--- config.mk ---
export PLATFORM = sky130hd
export DESIGN_NAME = port_clock_select
export DESIGN_NICKNAME = d
export VERILOG_FILES = /design/src/rtl/clk_sel_pkg.sv /design/src/rtl/rate_divider.sv /design/src/rtl/clock_recovery_loop.sv /design/src/rtl/port_clock_select.sv
export SDC_FILE = /design/constraint.sdc
export NUM_CORES = 1
export LEC_CHECK = 0
export ABC_AREA = 1
export BUFFER_PORTS_ARGS = -buffer_cell sky130_fd_sc_hd__clkbuf_2
export CELL_PAD_IN_SITES_DETAIL_PLACEMENT = 0
export CELL_PAD_IN_SITES_GLOBAL_PLACEMENT = 1
export CORE_UTILIZATION = 40
export DETAILED_ROUTE_END_ITERATION = 16
export PLACE_DENSITY_LB_ADDON = 0.1
export SLEW_MARGIN = 20
export SYNTH_ARGS = -nofsm -noshare
export SYNTH_HDL_FRONTEND = slang
export SYNTH_SLANG_ARGS = --single-unit
--- constraint.sdc ---
create_clock -name ref_clk -period 1.88 [get_ports ref_clk]
set_input_delay 0.094 -clock ref_clk [delete_from_list [all_inputs] [get_ports ref_clk]]
set_output_delay 0.094 -clock ref_clk [all_outputs]
set_load 0.01 [all_outputs]
--- src/rtl/clk_sel_pkg.sv ---
// shared constants and types for the port clock selection block
`default_nettype none
package clk_sel_pkg;
    // ---------------------------------------------------------------
    // register map (word offsets as byte addresses)
    // ---------------------------------------------------------------
    localparam logic [7:0] ctrl_offset = 8'h00;      // clock source flags
    localparam logic [7:0] divisor_offset = 8'h04;   // rate divider divisor
    localparam logic [7:0] synth_offset_0 = 8'h08;   // synth word bits 31:0
    localparam logic [7:0] synth_offset_4 = 8'h18;   // synth word bits 131:128
    localparam logic [7:0] go_offset = 8'h1c;        // write starts the shift
    localparam logic [7:0] status_offset = 8'h20;    // live status
    // ---------------------------------------------------------------
    // control field positions
    // ---------------------------------------------------------------
    localparam int ctrl_rx_rec_bit = 0;   // receiver from recovery loop
    localparam int ctrl_tx_rec_bit = 1;   // transmitter from recovery loop
    localparam int ctrl_tx_div_bit = 2;   // transmitter from divider
    localparam int ctrl_x8_bit = 3;       // reference at 8x data rate
    localparam int ctrl_x16_bit = 4;      // reference at 16x data rate
    localparam int ctrl_base_bit = 5;     // base clock select output level
    localparam int ctrl_width = 6;
    // ---------------------------------------------------------------
    // reset values and sizes
    // ---------------------------------------------------------------
    localparam logic [5:0] ctrl_reset = 6'h04;         // tx from divider, fixed base
    localparam logic [15:0] divisor_reset = 16'h0000;
    localparam int synth_bits = 132;                   // configuration word length
    localparam int synth_words = 5;
    localparam int spi_half_period = 4;                // base clocks per half serial clock
    localparam real base_clock_mhz = 14.7456;          // standard base source
    // ---------------------------------------------------------------
    // serial loader states
    // ---------------------------------------------------------------
    typedef enum logic [2:0] {
        ld_idle_type = 3'b001,
        ld_low_type = 3'b010,
        ld_high_type = 3'b100
    } ld_state_type;
endpackage
`default_nettype wire

--- src/rtl/rate_divider.sv ---
// rate divider: one-cycle pulse every divisor+1 base clocks
`default_nettype none
module rate_divider #(
    parameter int width = 16
) (
    input wire logic ref_clk,
    input wire logic sys_rst,
    input wire logic [width-1:0] divisor,
    output logic tick
);
    // ---------------------------------------------------------------
    // state
    // ---------------------------------------------------------------
    typedef struct packed {
        logic [width-1:0] count; // counts down to zero
        logic tick;              // pulse at terminal count
    } div_state_type;
    div_state_type cur_ff;
    div_state_type nxt_cur;

    // next state: reload on zero gives divisor+1 period
    always_comb begin
        nxt_cur = cur_ff;
        nxt_cur.tick = 1'b0;
        if (cur_ff.count == '0) begin
            nxt_cur.count = divisor;
            nxt_cur.tick = 1'b1;
        end else begin
            nxt_cur.count = cur_ff.count - 1'b1;
        end
    end

    // register
    always_ff @(posedge ref_clk) begin
        if (sys_rst) begin
            cur_ff <= '0;
        end else begin
            cur_ff <= nxt_cur;
        end
    end

    assign tick = cur_ff.tick;
endmodule
`default_nettype wire

--- src/rtl/clock_recovery_loop.sv ---
// digital clock recovery: sample tick per bit from edges in receive data
`default_nettype none
module clock_recovery_loop (
    input wire logic ref_clk,
    input wire logic sys_rst,
    input wire logic ref_tick,      // reference pulse from rate divider
    input wire logic times_sixteen, // 1: 16 ticks per bit, 0: 8
    input wire logic rx_data,       // synchronised receive data
    output logic bit_tick           // one pulse per recovered bit
);
    // ---------------------------------------------------------------
    // state
    // ---------------------------------------------------------------
    typedef struct packed {
        logic [3:0] phase; // position inside bit cell
        logic last_data;   // previous data level
        logic bit_tick;    // recovered clock pulse
    } rec_state_type;
    rec_state_type cur_ff;
    rec_state_type nxt_cur;
    logic [3:0] last_phase;
    logic [3:0] half_phase;

    // next state: edges realign phase to the cell edge, so drift up to
    // a tenth of the rate is absorbed between transitions
    always_comb begin
        last_phase = times_sixteen ? 4'hf : 4'h7;
        half_phase = times_sixteen ? 4'h8 : 4'h4;
        nxt_cur = cur_ff;
        nxt_cur.bit_tick = 1'b0;
        if (ref_tick) begin
            nxt_cur.last_data = rx_data;
            if (rx_data != cur_ff.last_data) begin
                // transition: resynchronise to cell edge
                nxt_cur.phase = 4'h1;
            end else if (cur_ff.phase >= last_phase) begin
                nxt_cur.phase = 4'h0;
            end else begin
                nxt_cur.phase = cur_ff.phase + 1'b1;
            end
            // sample point mid cell, free running without edges
            nxt_cur.bit_tick = (cur_ff.phase == half_phase);
        end
    end

    // register
    always_ff @(posedge ref_clk) begin
        if (sys_rst) begin
            cur_ff <= '0;
        end else begin
            cur_ff <= nxt_cur;
        end
    end

    assign bit_tick = cur_ff.bit_tick;
endmodule
`default_nettype wire

--- src/rtl/port_clock_select.sv ---
// port clock selection, rate divider, recovery loop and synth loader
`default_nettype none
module port_clock_select (
    input wire logic ref_clk,                          // base clock
    input wire logic sys_rst,                          // synchronous, high
    input wire logic [7:0] addr,                       // register byte address
    input wire logic [31:0] wr_data,                   // write data
    input wire logic wr_en,                            // write strobe
    input wire logic rd_en,                            // read strobe
    output logic [31:0] rd_data,                       // read data, next cycle
    input wire logic rx_clk_pin,                       // external receive clock
    input wire logic rx_data_pin,                      // receive data line
    output logic rx_clk_tick,                          // receiver bit pulse
    output logic tx_clk_tick,                          // transmitter bit pulse
    output logic base_clock_select,                    // 0 fixed source, 1 synth
    output logic synth_sclk,                           // serial clock to synth
    output logic synth_mosi,                           // serial data to synth
    output logic synth_cs                              // select, high while loading
);
    import clk_sel_pkg::*;

    // ---------------------------------------------------------------
    // pin synchronisers: three stages, change once stages 2 and 3 agree
    // ---------------------------------------------------------------
    typedef struct packed {
        logic [2:0] rxc;  // receive clock pin stages
        logic [2:0] rxd;  // receive data pin stages
        logic rxc_q;      // filtered receive clock level
        logic rxd_q;      // filtered receive data level
    } sync_type;

    // ---------------------------------------------------------------
    // main state
    // ---------------------------------------------------------------
    typedef struct packed {
        sync_type sy;                      // pin sampling
        logic [ctrl_width-1:0] ctrl;       // clock source flags
        logic [15:0] divisor;              // rate divider divisor
        logic [synth_bits-1:0] synth_word; // configuration word
        logic [synth_bits-1:0] shift;      // word being shifted
        logic [7:0] bit_cnt;               // bits left to send
        logic [2:0] half_cnt;              // half serial period count
        ld_state_type ld;                  // loader state
        logic [31:0] rd_data;              // read data register
        logic rx_tick;                     // receiver clock pulse
        logic tx_tick;                     // transmitter clock pulse
        logic sclk;                        // serial clock out
        logic mosi;                        // serial data out
        logic cs;                          // select out
    } top_state_type;
    top_state_type cur_ff;
    top_state_type nxt_cur;

    logic div_tick;      // rate divider output pulse
    logic rec_tick;      // recovered bit pulse
    logic rxc_rise;      // external receive clock rising edge
    logic [31:0] rd_mux; // read value before registering

    // select one 32-bit word of the synth word, high word padded
    function automatic logic [31:0] synth_slice(input logic [synth_bits-1:0] w, input logic [2:0] i);
        logic [159:0] padded;
        padded = {28'h000_0000, w};
        synth_slice = padded[32*i +: 32];
    endfunction

    // ---------------------------------------------------------------
    // submodules
    // ---------------------------------------------------------------
    rate_divider #(
        .width(16)
    ) u_div (
        .ref_clk(ref_clk),
        .sys_rst(sys_rst),
        .divisor(cur_ff.divisor),
        .tick(div_tick)
    );

    clock_recovery_loop u_rec (
        .ref_clk(ref_clk),
        .sys_rst(sys_rst),
        .ref_tick(div_tick),
        .times_sixteen(cur_ff.ctrl[ctrl_x16_bit] & ~cur_ff.ctrl[ctrl_x8_bit]),
        .rx_data(cur_ff.sy.rxd_q),
        .bit_tick(rec_tick)
    );

    // rising edge of the filtered external receive clock
    assign rxc_rise = (cur_ff.sy.rxc[2] == cur_ff.sy.rxc[1]) & cur_ff.sy.rxc[1] & ~cur_ff.sy.rxc_q;

    // ---------------------------------------------------------------
    // read multiplexer
    // ---------------------------------------------------------------
    always_comb begin
        rd_mux = 32'h0000_0000;
        case (addr)
            ctrl_offset: begin
                rd_mux = {26'h000_0000, cur_ff.ctrl};
            end
            divisor_offset: begin
                rd_mux = {16'h0000, cur_ff.divisor};
            end
            status_offset: begin
                // busy, live select and receive clock and data levels
                rd_mux = {28'h000_0000, cur_ff.sy.rxd_q, cur_ff.sy.rxc_q, cur_ff.ctrl[ctrl_base_bit], cur_ff.cs};
            end
            default: begin
                if (addr >= synth_offset_0 && addr <= synth_offset_4 && addr[1:0] == 2'b00) begin
                    rd_mux = synth_slice(cur_ff.synth_word, 3'(addr[7:2] - synth_offset_0[7:2]));
                end
            end
        endcase
    end

    // ---------------------------------------------------------------
    // next state
    // ---------------------------------------------------------------
    always_comb begin
        nxt_cur = cur_ff;
        // synchronisers: stage 1 feeds only stage 2
        nxt_cur.sy.rxc = {cur_ff.sy.rxc[1:0], rx_clk_pin};
        nxt_cur.sy.rxd = {cur_ff.sy.rxd[1:0], rx_data_pin};
        if (cur_ff.sy.rxc[2] == cur_ff.sy.rxc[1]) begin
            nxt_cur.sy.rxc_q = cur_ff.sy.rxc[1];
        end
        if (cur_ff.sy.rxd[2] == cur_ff.sy.rxd[1]) begin
            nxt_cur.sy.rxd_q = cur_ff.sy.rxd[1];
        end

        // read data only in the cycle after the strobe
        nxt_cur.rd_data = rd_en ? rd_mux : 32'h0000_0000;

        // register writes
        if (wr_en) begin
            case (addr)
                ctrl_offset: begin
                    nxt_cur.ctrl = wr_data[ctrl_width-1:0];
                end
                divisor_offset: begin
                    nxt_cur.divisor = wr_data[15:0];
                end
                go_offset: begin
                    // start loading unless already busy
                    if (cur_ff.ld == ld_idle_type) begin
                        nxt_cur.shift = cur_ff.synth_word;
                        nxt_cur.bit_cnt = 8'(synth_bits);
                        nxt_cur.half_cnt = 3'h0;
                        nxt_cur.cs = 1'b1;
                        nxt_cur.sclk = 1'b0;
                        nxt_cur.mosi = cur_ff.synth_word[synth_bits-1];
                        nxt_cur.ld = ld_low_type;
                    end
                end
                default: begin
                    if (addr >= synth_offset_0 && addr <= synth_offset_4 && addr[1:0] == 2'b00) begin
                        for (int i = 0; i < synth_words; i++) begin
                            if (addr[7:2] - synth_offset_0[7:2] == 6'(i)) begin
                                if (i == synth_words - 1) begin
                                    nxt_cur.synth_word[synth_bits-1 -: 4] = wr_data[3:0];
                                end else begin
                                    nxt_cur.synth_word[32*i +: 32] = wr_data;
                                end
                            end
                        end
                    end
                end
            endcase
        end

        // synthesizer loader: msb first, data changes on falling edge
        case (cur_ff.ld)
            ld_idle_type: begin
                nxt_cur.sclk = 1'b0;
            end
            ld_low_type: begin
                if (cur_ff.half_cnt == 3'(spi_half_period - 1)) begin
                    nxt_cur.half_cnt = 3'h0;
                    nxt_cur.sclk = 1'b1;
                    nxt_cur.ld = ld_high_type;
                end else begin
                    nxt_cur.half_cnt = cur_ff.half_cnt + 1'b1;
                end
            end
            ld_high_type: begin
                if (cur_ff.half_cnt == 3'(spi_half_period - 1)) begin
                    nxt_cur.half_cnt = 3'h0;
                    nxt_cur.sclk = 1'b0;
                    nxt_cur.bit_cnt = cur_ff.bit_cnt - 1'b1;
                    nxt_cur.shift = {cur_ff.shift[synth_bits-2:0], 1'b0};
                    nxt_cur.mosi = cur_ff.shift[synth_bits-2];
                    if (cur_ff.bit_cnt == 8'h01) begin
                        nxt_cur.cs = 1'b0; // word complete
                        nxt_cur.mosi = 1'b0;
                        nxt_cur.ld = ld_idle_type;
                    end else begin
                        nxt_cur.ld = ld_low_type;
                    end
                end else begin
                    nxt_cur.half_cnt = cur_ff.half_cnt + 1'b1;
                end
            end
            default: begin
                nxt_cur.ld = ld_idle_type;
            end
        endcase

        // receiver clock: recovered or external pin
        nxt_cur.rx_tick = cur_ff.ctrl[ctrl_rx_rec_bit] ? rec_tick : rxc_rise;

        // transmitter clock: recovered wins over divider, else pin
        if (cur_ff.ctrl[ctrl_tx_rec_bit]) begin
            nxt_cur.tx_tick = rec_tick;
        end else if (cur_ff.ctrl[ctrl_tx_div_bit]) begin
            nxt_cur.tx_tick = div_tick;
        end else begin
            nxt_cur.tx_tick = rxc_rise;
        end
    end

    // ---------------------------------------------------------------
    // register
    // ---------------------------------------------------------------
    always_ff @(posedge ref_clk) begin
        if (sys_rst) begin
            cur_ff <= '0;
            cur_ff.ctrl <= ctrl_reset;
            cur_ff.divisor <= divisor_reset;
            cur_ff.ld <= ld_idle_type;
        end else begin
            cur_ff <= nxt_cur;
        end
    end

    // outputs straight from flip-flops
    assign rd_data = cur_ff.rd_data;
    assign rx_clk_tick = cur_ff.rx_tick;
    assign tx_clk_tick = cur_ff.tx_tick;
    assign base_clock_select = cur_ff.ctrl[ctrl_base_bit];
    assign synth_sclk = cur_ff.sclk;
    assign synth_mosi = cur_ff.mosi;
    assign synth_cs = cur_ff.cs;
endmodule
`default_nettype wire

# [After elaboration in Yosys (flattened, before gate mapping)]
# Index checks and enable logic that the tools add are counted.
[totals] register_bits=368 in_bits=46 wordCells=110 out_inout_bits=38
[op_classes] bitwise=8 reduce_logical=21 eq_ne=16 addsub=5 n_shift=1 muxes=30 magnitude_cmp=3
[op_table] cell="146-bit 2-to-1 mux" count=3
[op_table] cell="140-bit 2-to-1 mux" count=2
[op_table] cell="160-bit by 9-bit variable part select with 32-bit output" count=1
[op_table] cell="32-bit one-hot mux with 3 select lines" count=1
[op_table] cell="32-bit 2-to-1 mux" count=1
[op_table] cell="3-bit 2-to-1 mux" count=8
[op_table] cell="4-bit AND reduction" count=5
[op_table] cell="16-bit logical NOT" count=1
[op_table] cell="16-bit 2-to-1 mux" count=1
[op_table] cell="4-bit 2-to-1 mux" count=4
[op_table] cell="16-bit by 1-bit subtractor with 16-bit output (second input constant)" count=1
[op_table] cell="6-bit by 2-bit == test with 1-bit output (second input constant)" count=2
[op_table] cell="3-bit one-hot mux with 3 select lines" count=1
[op_table] cell="8-bit by 1-bit == test with 1-bit output (second input constant)" count=1
[op_table] cell="8-bit by 3-bit == test with 1-bit output (second input constant)" count=1
[op_table] cell="8-bit by 5-bit == test with 1-bit output (second input constant)" count=1
[op_table] cell="8-bit by 6-bit == test with 1-bit output (second input constant)" count=1
[op_table] cell="8-bit by 4-bit greater-or-equal comparator with 1-bit output (second input constant)" count=1
[op_table] cell="8-bit by 5-bit <= comparator with 1-bit output (second input constant)" count=1
[op_table] cell="8-bit logical NOT" count=1
[op_table] cell="8-bit by 1-bit subtractor with 8-bit output (second input constant)" count=1
[op_table] cell="3-bit by 2-bit == test with 1-bit output (second input constant)" count=2
[op_table] cell="6-bit by 1-bit == test with 1-bit output (second input constant)" count=1
[op_table] cell="6-bit by 3-bit == test with 1-bit output (second input constant)" count=1
[op_table] cell="22 further kinds" count=41

# [Logic depth before layout (Yosys ltp)]
[logic_depth] word_depth=7 ltp_mapped=12 mapped_depth_nobuf=11

# [Modules after synthesis]
# Synthesis repeated with hierarchy kept, for this count alone.
[unflattened] hier_cells=2451 hier_area_um2=16953.8
[modules_own_cells] mod="port_clock_select" area_per_inst_um2=15492.4 cells_each=2226 instances=1 seq_area_each_um2=6886.6
[modules_own_cells] mod="rate_divider" area_per_inst_um2=1122.3 cells_each=178 instances=1 seq_area_each_um2=340.3
[modules_own_cells] mod="clock_recovery_loop" area_per_inst_um2=339.1 cells_each=47 instances=1 seq_area_each_um2=120.1

# [Least setup slack after synthesis]
# No wires, ideal clock.
[synth_path] kind="reg-to-reg" start="reg cur_ff[40] (netlist name)" end="reg cur_ff[48] (netlist name)" path_buffers=2 path_stages_with_launch=13 arrival_time_ns=1.628 t_required_ns=1.758 setup_time_ns=0.122 period_less_slack_ns=1.750 slack_ns=0.130 path_cell_list="dfxtp_1 ha_1 inv_1 nor2_1 inv_1 nor2_4 inv_1 buf_2 clkbuf_1 nand2_1 inv_1 nand3_1 o21ai_0"
[synth_via] elab_chain_len=3
[synth_rtl] element="start, declared" line="port_clock_select.sv:51" source="top_state_type cur_ff;"
[synth_rtl] element="start signal, assigned" line="port_clock_select.sv:229" source="cur_ff <= nxt_cur;"
[synth_rtl] element="3-bit by 2-bit == test with 1-bit output" line="port_clock_select.sv:184" source="if (cur_ff.half_cnt == 3'(spi_half_period - 1)) begin"
[synth_rtl] element="140-bit 2-to-1 mux" line="port_clock_select.sv:184"
[synth_rtl] element="140-bit 2-to-1 mux" line="port_clock_select.sv:170" source="case (cur_ff.ld)"
# Every way passes these cells.
# A chain may end at the register's enable or synchronous reset.

# [Worst setup path in the final report]
[layout_path] start="reg cur_ff[40] (netlist name)" end="reg cur_ff[63] (netlist name)"
# Same word-level chain as after synthesis.

==> run_results.csv <==
group,metric,value,unit
floorplan,design.portCount,84,
sta,fmax,0.5475,GHz
synthesis,synthesis.area_per_instance,6.511,um^2
worst_setup_path,r2r-start,"cur_ff[40]$_SDFFE_PP0P_",
worst_setup_path,timing.critical_path.fanout_max,49,
worst_setup_path,end_kind,"register",
place,placement.setup.worst_slack,0.006699,ns
sta,layout_setup_ws,0.05351,ns
pwr,max_ir_drop_vdd,648.6,uV
pwr,p_leak,10.06,nW
synthesis,synth_enable_flop_cells,0,
synthesis,synth.yosys.seq_area_share,42.63,%
worst_setup_path,path_depth,11,
worst_setup_path,r2r_end,"cur_ff[63]$_SDFF_PP0_",
layout,multiInputGateArea,7659,um^2
worst_setup_path,worst-endpoint-arrival,2.30,ns
worst_setup_path,crit_chain,"ha_2 -> inv_1 -> nor2_2 -> inv_2 -> nor2_4 -> clkinv_8 -> buf_12 -> o21ai_0 -> inv_1 -> nand2_1 -> inv_1",
detailed_routing,via_count,16136,
floorplan,num_rows,75,
global_route,grt-ovfl-total,0,
synthesis,synthXorXnorAreaFrac,0.5590,%
pwr,finalPower,18.47,mW
floorplan,die-height,209.6,um
synthesis,post_synth_fa_ha_maj_area_fraction,0.7985,%
layout,fillCellCount,4421,
sta,rsz0062_at_grt,"yes",
synthesis,synth_top_family_by_area,"simple AND/OR/NAND/NOR gates",
place,place_congestion,0.8583,
detailed_routing,routed_wl,53.90,mm
hold_path,worst_hold_path_type,"input pin to register",
global_route,gr-usage-all-layers,24.64,%
synthesis,synth_area,17240,um^2
layout,drive_gt1_share,9.924,%
global_route,first_global_vias,15607,
clocking,maximum_level_of_the_cts_h_tree,2,
sta,fin_crit_sh,97.15,%
synthesis,synth_simple_gate_area_share,32.99,%
layout,fin_area,20350,um^2
layout,antenna-diode-count,0,
sta,report.final.hold_viol_count,0,
global_route,first_pass_grt_wire_length,85.16,mm
sta,report.final.setup_viol,0,
floorplan,die_width,209.6,um
global_route,initial_antenna_violation_count,0,
place,place.detailed.instances,3171,
worst_setup_path,timing.critical_path.buf_inv,6,
detailed_routing,final_antenna_net_count,0,
sta,final.hold.worst_slack,0.05439,ns
clocking,clkLatencyLatePin,0.58,ns
worst_setup_path,critPathCapture,"cur_ff[63]$_SDFF_PP0_",
clocking,cts.sink_count,367,
detailed_routing,wl_per_cell,16.38,um
clocking,path_clk_slew,0.06,ns
job,drv_cap,0,
layout,layout.cells.non_filler,3290,
clocking,tritoncts,"done",
worst_setup_path,crit_top_cell,"inv_1",
worst_setup_path,worst_path_dominant_cell_family,"buffers and inverters",
synthesis,async_flop_share,0,%
worst_setup_path,worst_setup_path_start_kind,"register",
worst_setup_path,timing.critical_path.required,2.35,ns
worst_setup_path,startpoint_of_the_most_critical_setup_path,"cur_ff[40]$_SDFFE_PP0P_",
place,dpl.hpwl,33.62,mm
place,place_area,18410,um^2
sta,totalNegativeSetupSlack,0,ns
synthesis,muxShareOfSynthArea,0,%
detailed_routing,drt_pass1_iterations,5,
synthesis,synthFlopType,"dfxtp_1",
layout,final_core_density,48.19,%
worst_setup_path,timing_worst_setup_path_type,"register to register",
synthesis,number_of_warnings_printed_during_yosys_synthesis,0,
synthesis,synth_fp_nets,2704,
worst_setup_path,critical-path-max-stage-delay,0.34,ns
floorplan,floorplan.die_area,43920,um^2
worst_setup_path,timing.reg2reg.setup_slack,0.05,ns
pwr,power.density,907.6,nW/um^2
worst_setup_path,critPathSlowestCell,"dfxtp_2",
hold_path,worst_hold_startpoint,"wr_en",
layout,synthToLayoutAreaGrowth,18.08,%
place,io_buffers,83,
layout,sequential_cell_area,7350,um^2
synthesis,postSynthRegisterBits,367,
synthesis,synthesis.instances,2647,
detailed_routing,detailedRoute.firstIterationViolations,949,
synthesis,synth_compound_area_share,9.866,%
clocking,cts_max_path_buffers,3,
synthesis,netlist_cell_types,34,
sta,timing_worst_slew_pin_value,0.6299,ns
sta,maxSlewViolCount,0,
clocking,clock_root_cell,"clkbuf_16",
sta,max-slew-margin-rel,58.00,%
detailed_routing,route.detailed.drc,0,
floorplan,start_util,40.81,%
sta,post-route-min-period,1.826,ns
clocking,total_cts_buffers,44,
worst_setup_path,reg2reg_depth,11,
detailed_routing,detail_route.vias_per_cell,4.905,
global_route,grt_max_degree,65,
floorplan,core_area,42230,um^2
layout,fin_nets,2774,
sta,setup_skew_after_layout,0.01450,ns
status,outcome,"completed",
## how the worst min path moves through the flow
| stage | end | slack [ns] | depth (start not counted) |
|---|---|---|---|
| floorplan | cur_ff[339]$_SDFF_PP0_ | 0.20 | 2 |
| global placement | cur_ff[342]$_SDFF_PP0_ | 0.29 | 3 |
| detailed placement | cur_ff[339]$_SDFF_PP0_ | 0.29 | 3 |
| CTS | base_clock_select$_SDFFE_PP0P_ | 0.04 | 3 |
| global route | cur_ff[334]$_SDFFE_PP0P_ | 0.08 | 3 |
| finish | base_clock_select$_SDFFE_PP0P_ | 0.05 | 3 |
## metal layers
metal | wire [um] | part of all wire (%) | global-route usage (%) | vias up
li1 | - | - | - | 8307
met1 | 25670 | 48 | 33.22 | 7387
met2 | 24200 | 45 | 40.63 | 342
met3 | 2410 | 4.5 | 2.933 | 100
met4 | 1629 | 3.0 | 8.709 | 0
met5 | 0 | 0 | 0 | -
## layout by cell type, fill, tap and decap left out, drive strengths merged
master / Yosys / final
or2: 2 / 2
inv: 363 / 364
dlygate4sd3: 0 / 35
nor4: 1 / 1
and2: 1 / 1
nand3b: 1 / 1
clkinv: 0 / 6
o31ai: 1 / 1
o21bai: 1 / 1
a21oi: 76 / 76
a31o: 1 / 1
nor2: 356 / 356
bufinv: 0 / 2
buf: 119 / 83
nor3: 10 / 10
nand2: 750 / 750
o211ai: 3 / 3
nand3: 258 / 258
a22oi: 28 / 28
o21ai: 196 / 196
xnor2: 5 / 5
a211oi: 1 / 1
a31oi: 9 / 9
o22ai: 3 / 3
xor2: 6 / 6
nand4: 18 / 18
ha: 11 / 11
clkbuf: 60 / 156
dfxtp: 367 / 367
## tightest hold or removal path: stages
cell	delay (ns)
clkbuf_2	0.16
nand2_1	0.23
a21oi_1	0.09
## registers in the layout (all words and copies together), names as in the netlist
register	flops
base_clock_select	1
cur_ff	306
rd_data	32
rx_clk_tick	1
synth_cs	1
synth_mosi	1
synth_sclk	1
tx_clk_tick	1
u_div.cur_ff	16
u_div.tick	1
u_rec.bit_tick	1
u_rec.cur_ff	5
## what timing repair did
action | CTS | global route
hold buffers | 35 | 0
buffers inserted | 0 | 2
gates resized for setup | 2 | 71
endpoints found under the hold margin | 138 | 0
endpoints found under the setup margin | 4 | 85
cloned | 0 | 2
pin swaps | 0 | 1
## cell families after synthesis
group,Yosys count
fa+ha+maj,11
buf+inv,542
xor+xnor,11
flops,367
compound gates,319
simple gates,1397
## final cells by class
cell class,instances,share of cell area [%]
inverter,363,6.806
timing repair buffer,201,8.681
tap,539,3.314
multi-input combinational,1738,37.63
clock inverter,7,0.4734
clock buffer,73,6.892
sequential,367,36.11
timing repair inverter,2,0.08607
## Yosys cell counts (2+ instances only)
library cell | number | share of area [%]
nand2_2 | 2 | 0.073
nand2_1 | 748 | 16
ha_1 | 11 | 0.80
xor2_1 | 6 | 0.30
a21oi_1 | 76 | 2.2
nor2_2 | 6 | 0.22
nand3_1 | 257 | 7.5
o211ai_1 | 3 | 0.13
or2_2 | 2 | 0.073
buf_1 | 17 | 0.37
buf_2 | 61 | 1.8
dfxtp_1 | 367 | 43
o22ai_1 | 3 | 0.11
nor2_4 | 3 | 0.20
o21ai_0 | 196 | 5.7
inv_2 | 7 | 0.15
a22oi_1 | 28 | 1.2
nor2_1 | 347 | 7.6
xnor2_1 | 5 | 0.25
buf_4 | 40 | 1.7
nor3_1 | 10 | 0.29
clkbuf_1 | 60 | 1.3
nand4_1 | 18 | 0.65
inv_1 | 356 | 7.8
a31oi_1 | 9 | 0.33
## where the power goes
| group | total (mW) | internal [mW] | switching, mW |
|---|---|---|---|
| registers | 8.01 | 7.91 | 0.104 |
| clock network | 8.74 | 5.34 | 3.40 |
| logic | 1.72 | 0.625 | 1.09 |
Note: power is estimated with default switching activity, not from simulation.
